## config.mk

```make
export PLATFORM = sky130hd
export DESIGN_NAME = ext_irq_port4
export DESIGN_NICKNAME = d
export VERILOG_FILES = /design/src/core/ext_irq_pkg.sv /design/src/core/ext_irq_channel.sv /design/src/core/ext_irq_port4.sv
export SDC_FILE = /design/constraint.sdc
export NUM_CORES = 1
export LEC_CHECK = 0
export BUFFER_PORTS_ARGS = -buffer_cell sky130_fd_sc_hd__buf_2
export CAP_MARGIN = 20
export CELL_PAD_IN_SITES_DETAIL_PLACEMENT = 1
export CELL_PAD_IN_SITES_GLOBAL_PLACEMENT = 1
export CORE_ASPECT_RATIO = 1.4
export CORE_MARGIN = 5
export CORE_UTILIZATION = 40
export CTS_BUF_LIST = sky130_fd_sc_hd__clkbuf_2 sky130_fd_sc_hd__clkbuf_4 sky130_fd_sc_hd__clkbuf_8
export DETAILED_ROUTE_END_ITERATION = 8
export PLACE_DENSITY_LB_ADDON = 0.08
export SYNTH_ARGS = -nofsm -noshare
export SYNTH_HDL_FRONTEND = slang
export SYNTH_HIERARCHICAL = 1
export SYNTH_SLANG_ARGS = --single-unit
export TNS_END_PERCENT = 30
```

## constraint.sdc

```tcl
create_clock -name clk -period 2.64 [get_ports clk]
set_clock_uncertainty 0.15 [all_clocks]
set_input_delay 0.132 -clock clk [delete_from_list [all_inputs] [get_ports clk]]
set_output_delay 0.132 -clock clk [all_outputs]
set_load 0.05 [all_outputs]
```

## src/core/ext_irq_pkg.sv

```systemverilog
package ext_irq_pkg;

  // ==========================================================================
  // special-function addresses and reset values
  localparam logic [7:0] XCTL_ADDR       = 8'hC0;
  localparam logic [7:0] PORT_ADDR       = 8'hD8;
  localparam logic [7:0] XCTL_RESET      = 8'h00;
  localparam logic [3:0] PORT_RESET      = 4'hF;
  // upper nibble of the auxiliary port is not built and reads as ones
  localparam logic [3:0] PORT_UNUSED     = 4'hF;
  localparam logic [7:0] UNMAPPED_READ   = 8'h00;

  // ==========================================================================
  // sources, pins and vectors
  localparam int         NUM_SRC         = 8;
  localparam logic [2:0] SRC_C           = 3'h6;
  localparam logic [2:0] SRC_D           = 3'h7;
  localparam int         PIN_C           = 2;
  localparam int         PIN_D           = 3;
  localparam logic [7:0] VECTOR_BASE     = 8'h03;
  localparam int         PORT_BITS       = 4;
  localparam logic       PIN_IDLE        = 1'b1;

  // ==========================================================================
  // control register layout, bit 7 down to bit 0
  typedef struct packed {
    logic prio_high;
    logic enable;
    logic pending;
    logic edge_select;
  } irq_ctl_t;

  typedef struct packed {
    irq_ctl_t irq_d;
    irq_ctl_t irq_c;
  } xctl_t;

  // special-function access from the core: byte access and bit access
  typedef struct packed {
    logic [7:0] addr;
    logic [7:0] wdata;
    logic       wr;
    logic       rd;
    logic [7:0] bit_addr;
    logic       bit_val;
    logic       bit_wr;
  } sfr_req_t;

  typedef enum logic [2:0] {
    ST_IDLE  = 3'b001,
    ST_OFFER = 3'b010,
    ST_SERVE = 3'b100
  } arb_state_t;

endpackage : ext_irq_pkg

```

## src/core/ext_irq_channel.sv

```systemverilog
`timescale 1ns/1ps
`default_nettype none

module ext_irq_channel (
  input  wire logic clk,
  input  wire logic rstn,
  input  wire logic pin_level,
  input  wire logic edge_select,
  input  wire logic sw_wr,
  input  wire logic sw_val,
  input  wire logic serviced,
  output logic      pending
);

  logic prev_q;
  logic pending_q;
  logic fall;

  assign fall    = prev_q & ~pin_level;
  assign pending = pending_q;

  // ==========================================================================
  // pin history for falling-edge detection
  always_ff @(posedge clk or negedge rstn) begin
    if (!rstn) begin
      prev_q <= ext_irq_pkg::PIN_IDLE;
    end else begin
      prev_q <= pin_level;
    end
  end

  // ==========================================================================
  // pending flag
  always_ff @(posedge clk or negedge rstn) begin
    if (!rstn) begin
      pending_q <= 1'b0;
    end else if (!edge_select) begin
      // level mode is not latched: the flag mirrors a low pin
      pending_q <= ~pin_level;
    end else if (fall) begin
      // a new edge beats a clear in the same cycle
      pending_q <= 1'b1;
    end else if (serviced) begin
      pending_q <= 1'b0;
    end else if (sw_wr) begin
      pending_q <= sw_val;
    end
  end

endmodule : ext_irq_channel

`default_nettype wire

```

## src/core/ext_irq_port4.sv

```systemverilog
// What this block does
// - Control register lives at special address C0H, each bit settable alone.
// - Bit set at bit address C2H sets the third interrupt's enable, bit 2.
// - Priority bit set means high priority, clear means low priority.
// - An added interrupt requests service only while its enable bit is set.
// - Type bit set selects falling edge, clear selects low level.
// - Edge mode: falling edge sets pending, vectoring to service clears it.
// - Eight sources vector from 03H to 3BH in steps of eight.
// - Equal-level ties resolve by fixed order, source 0 first, 7 last.
// - Third interrupt: enable is bit 2, trigger type is bit 0.
// - Auxiliary port at D8H, bit-addressable, only low four bits built.
// - Port bits 2 and 3 double as the two added interrupt pins.
// - Port write drives the pins; port read returns pin state.
// - Added interrupts handle priority, enable, type, pending like originals.
// - Each port pin is bidirectional with an internal pull-up.
// - Reset sets port latch to FFH and control register to 00H.
`timescale 1ns/1ps
`default_nettype none

module ext_irq_port4 (
  input  wire logic                 clk,
  input  wire logic                 rstn,
  input  wire ext_irq_pkg::sfr_req_t sfr_req,
  output logic [7:0]                sfr_rdata,
  input  wire logic [5:0]           core_req,
  input  wire logic [5:0]           core_high,
  input  wire logic                 irq_ack,
  input  wire logic [3:0]           port_in,
  output logic [3:0]                port_out,
  output logic [3:0]                port_oe,
  output logic                      irq_req,
  output logic [7:0]                irq_vector,
  output logic [2:0]                irq_source,
  output logic                      irq_high
);

  // ==========================================================================
  // helpers
  function automatic logic [2:0] first_set(input logic [7:0] v);
    logic [2:0] idx;
    idx = 3'h0;
    for (int i = ext_irq_pkg::NUM_SRC - 1; i >= 0; i--) begin
      if (v[i]) begin
        idx = 3'(i);
      end
    end
    return idx;
  endfunction : first_set

  function automatic logic [7:0] vector_of(input logic [2:0] idx);
    return ext_irq_pkg::VECTOR_BASE + {2'b00, idx, 3'b000};
  endfunction : vector_of

  function automatic logic [7:0] put_bit(input logic [7:0] cur,
                                         input logic [2:0] idx,
                                         input logic       val);
    logic [7:0] res;
    res      = cur;
    res[idx] = val;
    return res;
  endfunction : put_bit

  // ==========================================================================
  // state
  ext_irq_pkg::xctl_t       xctl_q;
  ext_irq_pkg::xctl_t       xctl_rd;
  logic [7:0]               xctl_d;
  ext_irq_pkg::xctl_t       xctl_wr;
  logic                     xctl_we;
  logic [3:0]               latch_q;
  logic [3:0]               latch_d;
  logic [3:0]               sync1_q;
  logic [3:0]               sync2_q;
  logic [3:0]               sync3_q;
  logic [3:0]               filt_q;
  logic                     pend_c;
  logic                     pend_d;
  logic                     svc_c;
  logic                     svc_d;
  logic [7:0]               req_all;
  logic [7:0]               high_all;
  logic [7:0]               req_high;
  logic [7:0]               req_low;
  logic                     any_req;
  logic                     pick_high;
  logic [2:0]               pick;
  ext_irq_pkg::arb_state_t  state_q;
  logic [7:0]               rdata_q;
  logic [3:0]               port_out_q;
  logic [3:0]               port_oe_q;
  logic                     irq_req_q;
  logic [7:0]               irq_vector_q;
  logic [2:0]               irq_source_q;
  logic                     irq_high_q;

  logic xctl_bit_hit;
  logic port_bit_hit;

  assign sfr_rdata  = rdata_q;
  assign port_out   = port_out_q;
  assign port_oe    = port_oe_q;
  assign irq_req    = irq_req_q;
  assign irq_vector = irq_vector_q;
  assign irq_source = irq_source_q;
  assign irq_high   = irq_high_q;
  // typed view of the next control value; in edge mode the channels take
  // their pending bits from it on a control write unless an edge or a service wins
  assign xctl_wr    = xctl_d;

  // ==========================================================================
  // pin input filter: a change counts once stages two and three agree;
  // the extra stage costs a cycle of latency but keeps a pin that moves
  // near the clock edge from reaching the edge detector half settled
  always_ff @(posedge clk or negedge rstn) begin
    if (!rstn) begin
      sync1_q <= ext_irq_pkg::PORT_RESET;
      sync2_q <= ext_irq_pkg::PORT_RESET;
      sync3_q <= ext_irq_pkg::PORT_RESET;
      filt_q  <= ext_irq_pkg::PORT_RESET;
    end else begin
      sync1_q <= port_in;
      sync2_q <= sync1_q;
      sync3_q <= sync2_q;
      for (int i = 0; i < ext_irq_pkg::PORT_BITS; i++) begin
        if (sync2_q[i] == sync3_q[i]) begin
          filt_q[i] <= sync3_q[i];
        end
      end
    end
  end

  // ==========================================================================
  // register decode; bit address upper five bits select the register
  assign xctl_bit_hit = sfr_req.bit_wr &&
      (sfr_req.bit_addr[7:3] == ext_irq_pkg::XCTL_ADDR[7:3]);
  assign port_bit_hit = sfr_req.bit_wr &&
      (sfr_req.bit_addr[7:3] == ext_irq_pkg::PORT_ADDR[7:3]);

  always_comb begin
    xctl_rd                = xctl_q;
    xctl_rd.irq_c.pending  = pend_c;
    xctl_rd.irq_d.pending  = pend_d;
  end

  always_comb begin
    xctl_we = 1'b0;
    xctl_d  = xctl_rd;
    if (sfr_req.wr && sfr_req.addr == ext_irq_pkg::XCTL_ADDR) begin
      xctl_we = 1'b1;
      xctl_d  = sfr_req.wdata;
    end else if (xctl_bit_hit) begin
      xctl_we = 1'b1;
      xctl_d  = put_bit(xctl_rd, sfr_req.bit_addr[2:0],
                        sfr_req.bit_val);
    end
  end

  always_comb begin
    latch_d = latch_q;
    if (sfr_req.wr && sfr_req.addr == ext_irq_pkg::PORT_ADDR) begin
      latch_d = sfr_req.wdata[3:0];
    end else if (port_bit_hit && !sfr_req.bit_addr[2]) begin
      latch_d[sfr_req.bit_addr[1:0]] = sfr_req.bit_val;
    end
  end

  // ==========================================================================
  // control register; pending bits live in the channels
  always_ff @(posedge clk or negedge rstn) begin
    if (!rstn) begin
      xctl_q <= ext_irq_pkg::XCTL_RESET;
    end else if (xctl_we) begin
      xctl_q <= xctl_d;
    end
  end

  // ==========================================================================
  // auxiliary port: drives low hard, leaves high to the pull-up
  always_ff @(posedge clk or negedge rstn) begin
    if (!rstn) begin
      latch_q    <= ext_irq_pkg::PORT_RESET;
      port_out_q <= ext_irq_pkg::PORT_RESET;
      port_oe_q  <= 4'h0;
    end else begin
      latch_q    <= latch_d;
      port_out_q <= latch_d;
      port_oe_q  <= ~latch_d;
    end
  end

  // ==========================================================================
  // read data, held until the next read
  // an unmapped address reads as zero rather than stale data
  always_ff @(posedge clk or negedge rstn) begin
    if (!rstn) begin
      rdata_q <= ext_irq_pkg::UNMAPPED_READ;
    end else if (sfr_req.rd) begin
      case (sfr_req.addr)
        ext_irq_pkg::XCTL_ADDR: rdata_q <= xctl_rd;
        ext_irq_pkg::PORT_ADDR: begin
          rdata_q <= {ext_irq_pkg::PORT_UNUSED, filt_q};
        end
        default:                rdata_q <= ext_irq_pkg::UNMAPPED_READ;
      endcase
    end
  end

  // ==========================================================================
  // added interrupt channels; pins must be left high in the latch to be used,
  // since a latch bit of zero pulls the pin low and reads as a level request
  ext_irq_channel u_irq_c (
    .clk         (clk),
    .rstn        (rstn),
    .pin_level   (filt_q[ext_irq_pkg::PIN_C]),
    .edge_select (xctl_q.irq_c.edge_select),
    .sw_wr       (xctl_we),
    .sw_val      (xctl_wr.irq_c.pending),
    .serviced    (svc_c),
    .pending     (pend_c)
  );

  ext_irq_channel u_irq_d (
    .clk         (clk),
    .rstn        (rstn),
    .pin_level   (filt_q[ext_irq_pkg::PIN_D]),
    .edge_select (xctl_q.irq_d.edge_select),
    .sw_wr       (xctl_we),
    .sw_val      (xctl_wr.irq_d.pending),
    .serviced    (svc_d),
    .pending     (pend_d)
  );

  // ==========================================================================
  // arbitration: high level first, then fixed order inside a level;
  // sources 0..5 arrive already enabled; only the added two are gated here
  assign req_all  = {xctl_q.irq_d.enable & pend_d,
                     xctl_q.irq_c.enable & pend_c,
                     core_req};
  assign high_all = {xctl_q.irq_d.prio_high,
                     xctl_q.irq_c.prio_high,
                     core_high};
  assign req_high  = req_all & high_all;
  assign req_low   = req_all & ~high_all;
  assign any_req   = |req_all;
  assign pick_high = |req_high;
  assign pick      = pick_high ? first_set(req_high) : first_set(req_low);

  // service clears only bite in edge mode; level flags follow the pin
  assign svc_c = (state_q == ext_irq_pkg::ST_OFFER) && irq_ack &&
                 (irq_source_q == ext_irq_pkg::SRC_C);
  assign svc_d = (state_q == ext_irq_pkg::ST_OFFER) && irq_ack &&
                 (irq_source_q == ext_irq_pkg::SRC_D);

  // ==========================================================================
  // request offer; the serve cycle lets a cleared flag settle before the
  // next pick, so one edge is never vectored twice
  always_ff @(posedge clk or negedge rstn) begin
    if (!rstn) begin
      state_q      <= ext_irq_pkg::ST_IDLE;
      irq_req_q    <= 1'b0;
      irq_vector_q <= ext_irq_pkg::VECTOR_BASE;
      irq_source_q <= 3'h0;
      irq_high_q   <= 1'b0;
    end else begin
      case (state_q)
        ext_irq_pkg::ST_IDLE: begin
          if (any_req) begin
            state_q      <= ext_irq_pkg::ST_OFFER;
            irq_req_q    <= 1'b1;
            irq_vector_q <= vector_of(pick);
            irq_source_q <= pick;
            irq_high_q   <= pick_high;
          end
        end
        ext_irq_pkg::ST_OFFER: begin
          if (irq_ack) begin
            state_q   <= ext_irq_pkg::ST_SERVE;
            irq_req_q <= 1'b0;
          end else if (!any_req) begin
            state_q   <= ext_irq_pkg::ST_IDLE;
            irq_req_q <= 1'b0;
          end else begin
            irq_vector_q <= vector_of(pick);
            irq_source_q <= pick;
            irq_high_q   <= pick_high;
          end
        end
        ext_irq_pkg::ST_SERVE: begin
          state_q <= ext_irq_pkg::ST_IDLE;
        end
        default: begin
          state_q   <= ext_irq_pkg::ST_IDLE;
          irq_req_q <= 1'b0;
        end
      endcase
    end
  end

endmodule : ext_irq_port4

`default_nettype wire

```

==> results of run 1 <==
==> power by group through the flow <==
stage                     Sequential (uW)  Combinational (uW)  Clock (uW)
after floorplan                      1190                 397           0
after global placement               1010                 747           0
after detailed placement             1020                 761           0
after CTS                            1000                 777         595
after global routing                 1020                 830         623
final                                 999                 766         570
==> sequential cells by signal, indices dropped and copies added, names as in the netlist, 2 cells and up <==
| name | cells |
|---|---|
| irq_source | 3 |
| port_out | 4 |
| sfr_rdata | 8 |
| sync3_q | 4 |
| high_all | 2 |
| sync2_q | 4 |
| sync1_q | 4 |
| state_q | 3 |
| xctl_q | 4 |
| port_oe | 4 |
| filt_q | 4 |
==> critical path: stages, from the launching register on <==
cell and delay (ns):
dfstp_2 0.55, nand2b_2 0.18, nor3b_2 0.09, a2111oi_4 0.54
mux2_1 0.36
==> metrics by stage <==
step,cells,area [um^2],total power (uW),hold slack [ns]
after detailed placement,374,2910,1780,-0.0268
after CTS,395,3160,2370,0.0323
after global routing,395,3160,2470,0.0457
after global placement,374,2910,1760,-0.0293
final,395,3160,2330,0.0433
after floorplan,244,2530,1590,-0.314
==> routing by layer <==
layer	vias up	global-route usage	share of wire
li1	1015	-	-
met2	50	0.301	0.55
met3	13	0.0355	0.046
met1	997	0.175	0.38
met5	-	0	0
met4	0	0.0553	0.023
==> how the worst min path moves through the flow <==
| stage | startpoint | slack (ns) | cells after the start | endpoint |
|---|---|---|---|---|
| 3_5_place_dp | rstn | -0.03 | 1 | high_all[7] |
| 4_1_cts | sfr_req[10] | 0.03 | 2 | sfr_rdata[1] |
| 5_1_grt | sfr_req[10] | 0.05 | 2 | sfr_rdata[1] |
| 6_report | sfr_req[10] | 0.04 | 2 | sfr_rdata[1] |
| 2_1_floorplan | rstn | -0.31 | 0 | high_all[6] |
| 3_3_place_gp | rstn | -0.03 | 1 | high_all[7] |
==> cell families (layout without fill, tap and decap cells) <==
| family | after synthesis | count (layout) |
|---|---|---|
| and+or+nand+nor | 92 | 92 |
| AOI/OAI and AO/OA | 56 | 56 |
| DFF | 50 | 50 |
| buffers and inverters | 21 | 100 |
| muxes | 16 | 16 |
| adders and majority gates | 4 | 4 |
| other | 2 | 5 |
==> layout make-up <==
type	instances	share of cell area
well taps	72	0.0285
flip-flops and latches	50	0.405
inverters	6	0.00713
clock inverters	2	0.0123
multi-input cells	173	0.361
repair buffers	86	0.159
clock buffers	6	0.0262
==> repair_timing <==
item,CTS,global route
setup buffers,0,0
hold endpoints to repair,36,0
hold buffers,13,0
==> layout by cell type, fill, tap and decap left out, drive strengths merged, types with 3 or more instances in the layout <==
cell type,synthesis,final
nor2,30,30
maj3,4,4
o31ai,3,3
nand3,6,6
buf,9,73
nand2b,9,9
nor2b,5,5
conb,2,5
nand2,15,15
dfstp,23,23
nor4,7,7
a22oi,5,5
o32ai,3,3
o22ai,3,3
dlygate4sd3,0,13
inv,6,7
a21oi,25,25
mux2i,14,14
a21o,4,4
dfrtp,27,27
clkbuf,6,6
==> flow_summary.toml, run 1 <==
[outcome]
status = "finished clean"

[floorplanning]
die_h_um = 104
die-area_um2 = 8000
rows = 34
core_um2 = 6170
num_io_pins = 76
start_util = 0.408
die_w_um = 77.0

[power_and_ir_drop]
comb_power_share = 0.328
p_int_uw = 1470
power_leakage_uw = 0.00141
p_per_area_nw_per_um2 = 739
power_frac_seq = 0.428
switching_share = 0.372
clkPwrFrac = 0.244
peakVddDrop_v = 0.000322
switching_power_uw = 869

[worst_setup_path]
worstRegToRegCells = 4
critPathKind = "flip-flop to flip-flop"
cp.arrival_ns = 2.03
start_kind = "flip-flop"
r2r_slack_ns = 0.65
cp-end-kind = "flip-flop"
crit_end = "irq_high"
crit_required_ns = 2.68
timing.rr.end = "irq_high"
critical_path.startpoint = "state_q[0]"
timing.rr.start = "state_q[0]"
crit_path_max_fanout = 8

[global_route]
gr-total-overflow = 0
grt_pass1_wl_um = 10700
globalRouteTotalUtil = 0.161
grt_pass1_vias = 2328
antenna_found_initial = 0
grt_max_degree = 21

[synthesis]
syn_area_per_cell_um2 = 10.4
synth_top_family_by_area = "simple AND/OR/NAND/NOR gates"
yosysWarnings = 6
synth_mux_area_frac = 0.0646
synth-async-reset-ratio = 1.00
syn_area_um2 = 2520
synth_common_cells = "nor2_1 (30), dfrtp_1 (27), a21oi_1 (25)"
synth_compound_area_frac = 0.160
synth_most_common_cell = "nor2_1"
synth_adder_area_share = 0.0159
yosys.area.top_type = "dfrtp_1"
synthXorXnorAreaFrac = 0
synth-simple-area-share = 0.205
synth_area_leaders = "dfrtp_1 (27%), dfstp_2 (24%), mux2i_1 (5.6%)"
ys_types = 52
synth_top_area_frac = 0.268
synth_edf_count = 0
synthCells = 241
ys_ff_latch = 50
ys_seq_area_frac = 0.508
ys.flop_type = "dfrtp_1"

[timing]
fin_crit_ns = 1.99
hold_viol_final = 0
fin_setup_tns_ns = 0
layout_setup_ws_ns = 0.648
finalSetupViolCount = 0
worst_pin_slew_ns = 0.583
rsz0062_at_grt = "false"
fmax_mhz = 502
fin_crit_sh = 0.754
final_max_slew_viol_count = 0
slew_headroom = 0.607

[placement]
dp_hpwl_um = 4890
dp_slack_ns = 0.618
routabilityCongestion = 0.812
port_buffers = 70

[clock_tree]
htree_levels = 2
cts_tree = "built"
root_buffer = "clkbuf_8"
cts_buffer_depth = 2
cts_resized = 0
cts.sinks = 50
clock_latency_ns = 0.31
clk_pin_slew_ns = 0.10
cts_buffers = 5

[layout]
multi_input_area_um2 = 1140
insertedDiodeCount = 0
finish.utilization = 0.512
seq_area_um2 = 1280
drive_above_1_share = 0.359
fillers = 719
syn2layout_area_growth_pct = 25.4
fin_nets = 369

[routing]
via_per_inst = 5.25
wl_per_cell_um = 15.5
first_iter_violations = 45
routed_wl_um = 6140
num_vias = 2075
firstDrtPassIters = 4
ant_nets = 0
remaining_drc_errors = 0

[flow_run]
maxCapViolations = 0

[hold_path]
min_path_type = "input port to flip-flop"
(Power assumes the default switching activity.)
==> run 2: changes to the inputs <==
ABC_AREA = 1   (was default)
CORE_UTILIZATION = 39   (was 40)
clock period = 1.9 ns   (was 2.64 ns; I/O delays follow)
==> run 2 against run 1 <==
  * Critical path type unchanged
  * Area after synthesis increased by 9.0%
  * Cell count increased by 32%
  * Critical path depth increased by 5
==> flow_summary.toml, run 2 <==
[synthesis]
ys_seq_area_frac = 0.466
synth_common_cells = "nand2_1 (87), inv_1 (44), dfrtp_1 (27), nor2_1 (27), nand3_1 (26)"
synth-async-reset-ratio = 1.00
syn_area_per_cell_um2 = 8.05
syn_area_um2 = 2750
yosys.area.top_type = "dfrtp_1"
ys.flop_type = "dfrtp_1"
ys_types = 37
synth_most_common_cell = "nand2_1"
yosysWarnings = 6
synthCells = 341
synth_top_area_frac = 0.246
synth_edf_count = 0
synth_area_leaders = "dfrtp_1 (25%), dfstp_2 (22%), nand2_1 (12%)"
ys_ff_latch = 50

[timing]
final_max_slew_viol_count = 0
whs_ns = 0.0300
hold_viol_final = 0
fmax_mhz = 621
rsz0062_at_grt = "false"
slew_headroom = 0.584
fin_crit_sh = 0.847
fin_crit_ns = 1.61
finalSetupViolCount = 0
fin_setup_tns_ns = 0
worst_pin_slew_ns = 0.623

[worst_setup_path]
start_kind = "flip-flop"
timing.rr.start = "state_q[0]"
cp-end-kind = "flip-flop"
path_cells = "inv_1, nor3_2, inv_1, nand2_2, nand2_2, nor2_8, inv_1, nand2_1, nand2_1"
crit_required_ns = 1.96
critPathKind = "flip-flop to flip-flop"
slowest_stage = "dfstp_2"
critical_path.startpoint = "state_q[0]"
cp_slowest_stage_delay_ns = 0.55
path_common_cell = "inv_1"
crit_path_max_fanout = 7
cp.arrival_ns = 1.67
r2r_slack_ns = 0.29

[routing]
via_per_inst = 4.82
num_vias = 2513
first_iter_violations = 67
wl_per_cell_um = 13.9
ant_nets = 0
firstDrtPassIters = 4
remaining_drc_errors = 0
routed_wl_um = 7240

[clock_tree]
clock_latency_ns = 0.31
clk_pin_slew_ns = 0.10
htree_levels = 2
cts_buffers = 5
cts_tree = "built"
cts.sinks = 50
cts_resized = 0
cts_buffer_depth = 2
root_buffer = "clkbuf_8"

[floorplanning]
rows = 36
core_um2 = 6940
die-area_um2 = 8840
start_util = 0.396
die_h_um = 109
die_w_um = 80.9
num_io_pins = 76

[placement]
dp_hpwl_um = 5860
place_area_um2 = 3160
port_buffers = 70
routabilityCongestion = 0.873

[layout]
seq_area_um2 = 1280
largest_register_ffs = 8
fillers = 909
layout_commonest_cell = "nand2_1"
drive_above_1_share = 0.331
multi_input_area_um2 = 1210
fin_nets = 472
final_cell_mix = "nand2_1 (87), buf_2 (70), inv_1 (44), nor2_1 (27), dfrtp_1 (27)"
finish.utilization = 0.493
insertedDiodeCount = 0
syn2layout_area_growth_pct = 24.5
stdcell_area_um2 = 3420

[flow_run]
maxCapViolations = 0

[global_route]
gr-total-overflow = 0
antenna_found_initial = 0
grt_max_degree = 51
grt_pass1_vias = 2676
grt_pass1_wl_um = 12400
globalRouteTotalUtil = 0.183

[power_and_ir_drop]
p_per_area_nw_per_um2 = 966
peakVddDrop_v = 0.000579
power_leakage_uw = 0.00170

[outcome]
status = "finished clean"

[hold_path]
min_path_type = "input port to flip-flop"
min-delay-start = "sfr_req[11]"
-- run 2: cell types whose count changed after synthesis, moves of 6 or more --
| cell | change |
|---|---|
| nand2_1 | +72 |
| nand3_1 | +21 |
| nand2b_1 | -6 |
| a21oi_1 | -20 |
| mux2i_1 | -14 |
| o21ai_0 | +14 |
| inv_1 | +38 |
| nor4_1 | -7 |
| nor3_1 | +7 |
-- run 2: cells by family after synthesis --
kind of cell,synth area share
and+or+nand+nor,0.321
buffers and inverters,0.0971
DFF,0.466
AOI/OAI and AO/OA,0.0984
adders and majority gates,0.0146
other,0.00274
-- run 2: timing repair --
item / in CTS / in global routing
hold buffers: 14 / 0
endpoints found under the setup margin: 0 / 0
hold endpoints to repair: 53 / 0
setup buffers: 0 / 0
-- run 2: through the flow --
step,std cells,worst slack (ns),power (uW)
after floorplan,344,0.432,2230
after detailed placement,499,0.285,2520
final,521,0.290,3300
after global routing,521,0.156,3500
after CTS,521,0.265,3350
after global placement,499,0.336,2490
-- run 2: final timing paths --
kind                       cells past startpoint             to
max                                            9  irq_source[2]
min                                            3      xctl_q[4]
max reg2reg                                    9  irq_source[2]
min reg2reg                                    0     sync2_q[1]
max in group asynchronous                      3     port_oe[3]
min in group asynchronous                      3   sfr_rdata[7]
-- run 2: area by class of cell --
type,instances,area share
flip-flops and latches,50,0.375
well taps,95,0.0348
inverters,48,0.0531
clock inverters,2,0.0114
repair buffers,86,0.148
clock buffers,6,0.0242
multi-input cells,234,0.354
-- run 2: critical path, delay by kind of cell (launching register included) --
family / cells / cell delay (ns)
simple gates: 6 / 0.56
flops: 1 / 0.55
buf+inv: 3 / 0.24
-- run 2: metal layers --
layer  GRT usage  share of wire  up-vias
met5           0              0        -
met4      0.0580          0.016        0
met3      0.0355          0.040        8
met2       0.357           0.57       51
met1       0.190           0.37     1212
li1            -              -     1242
-- run 2: where the power goes --
part / internal [uW] / total (uW) / switching (uW)
sequential: 1260 / 1370 / 114
clock: 433 / 799 / 365
combinational: 310 / 1130 / 823
total: 2000 / 3300 / 1300
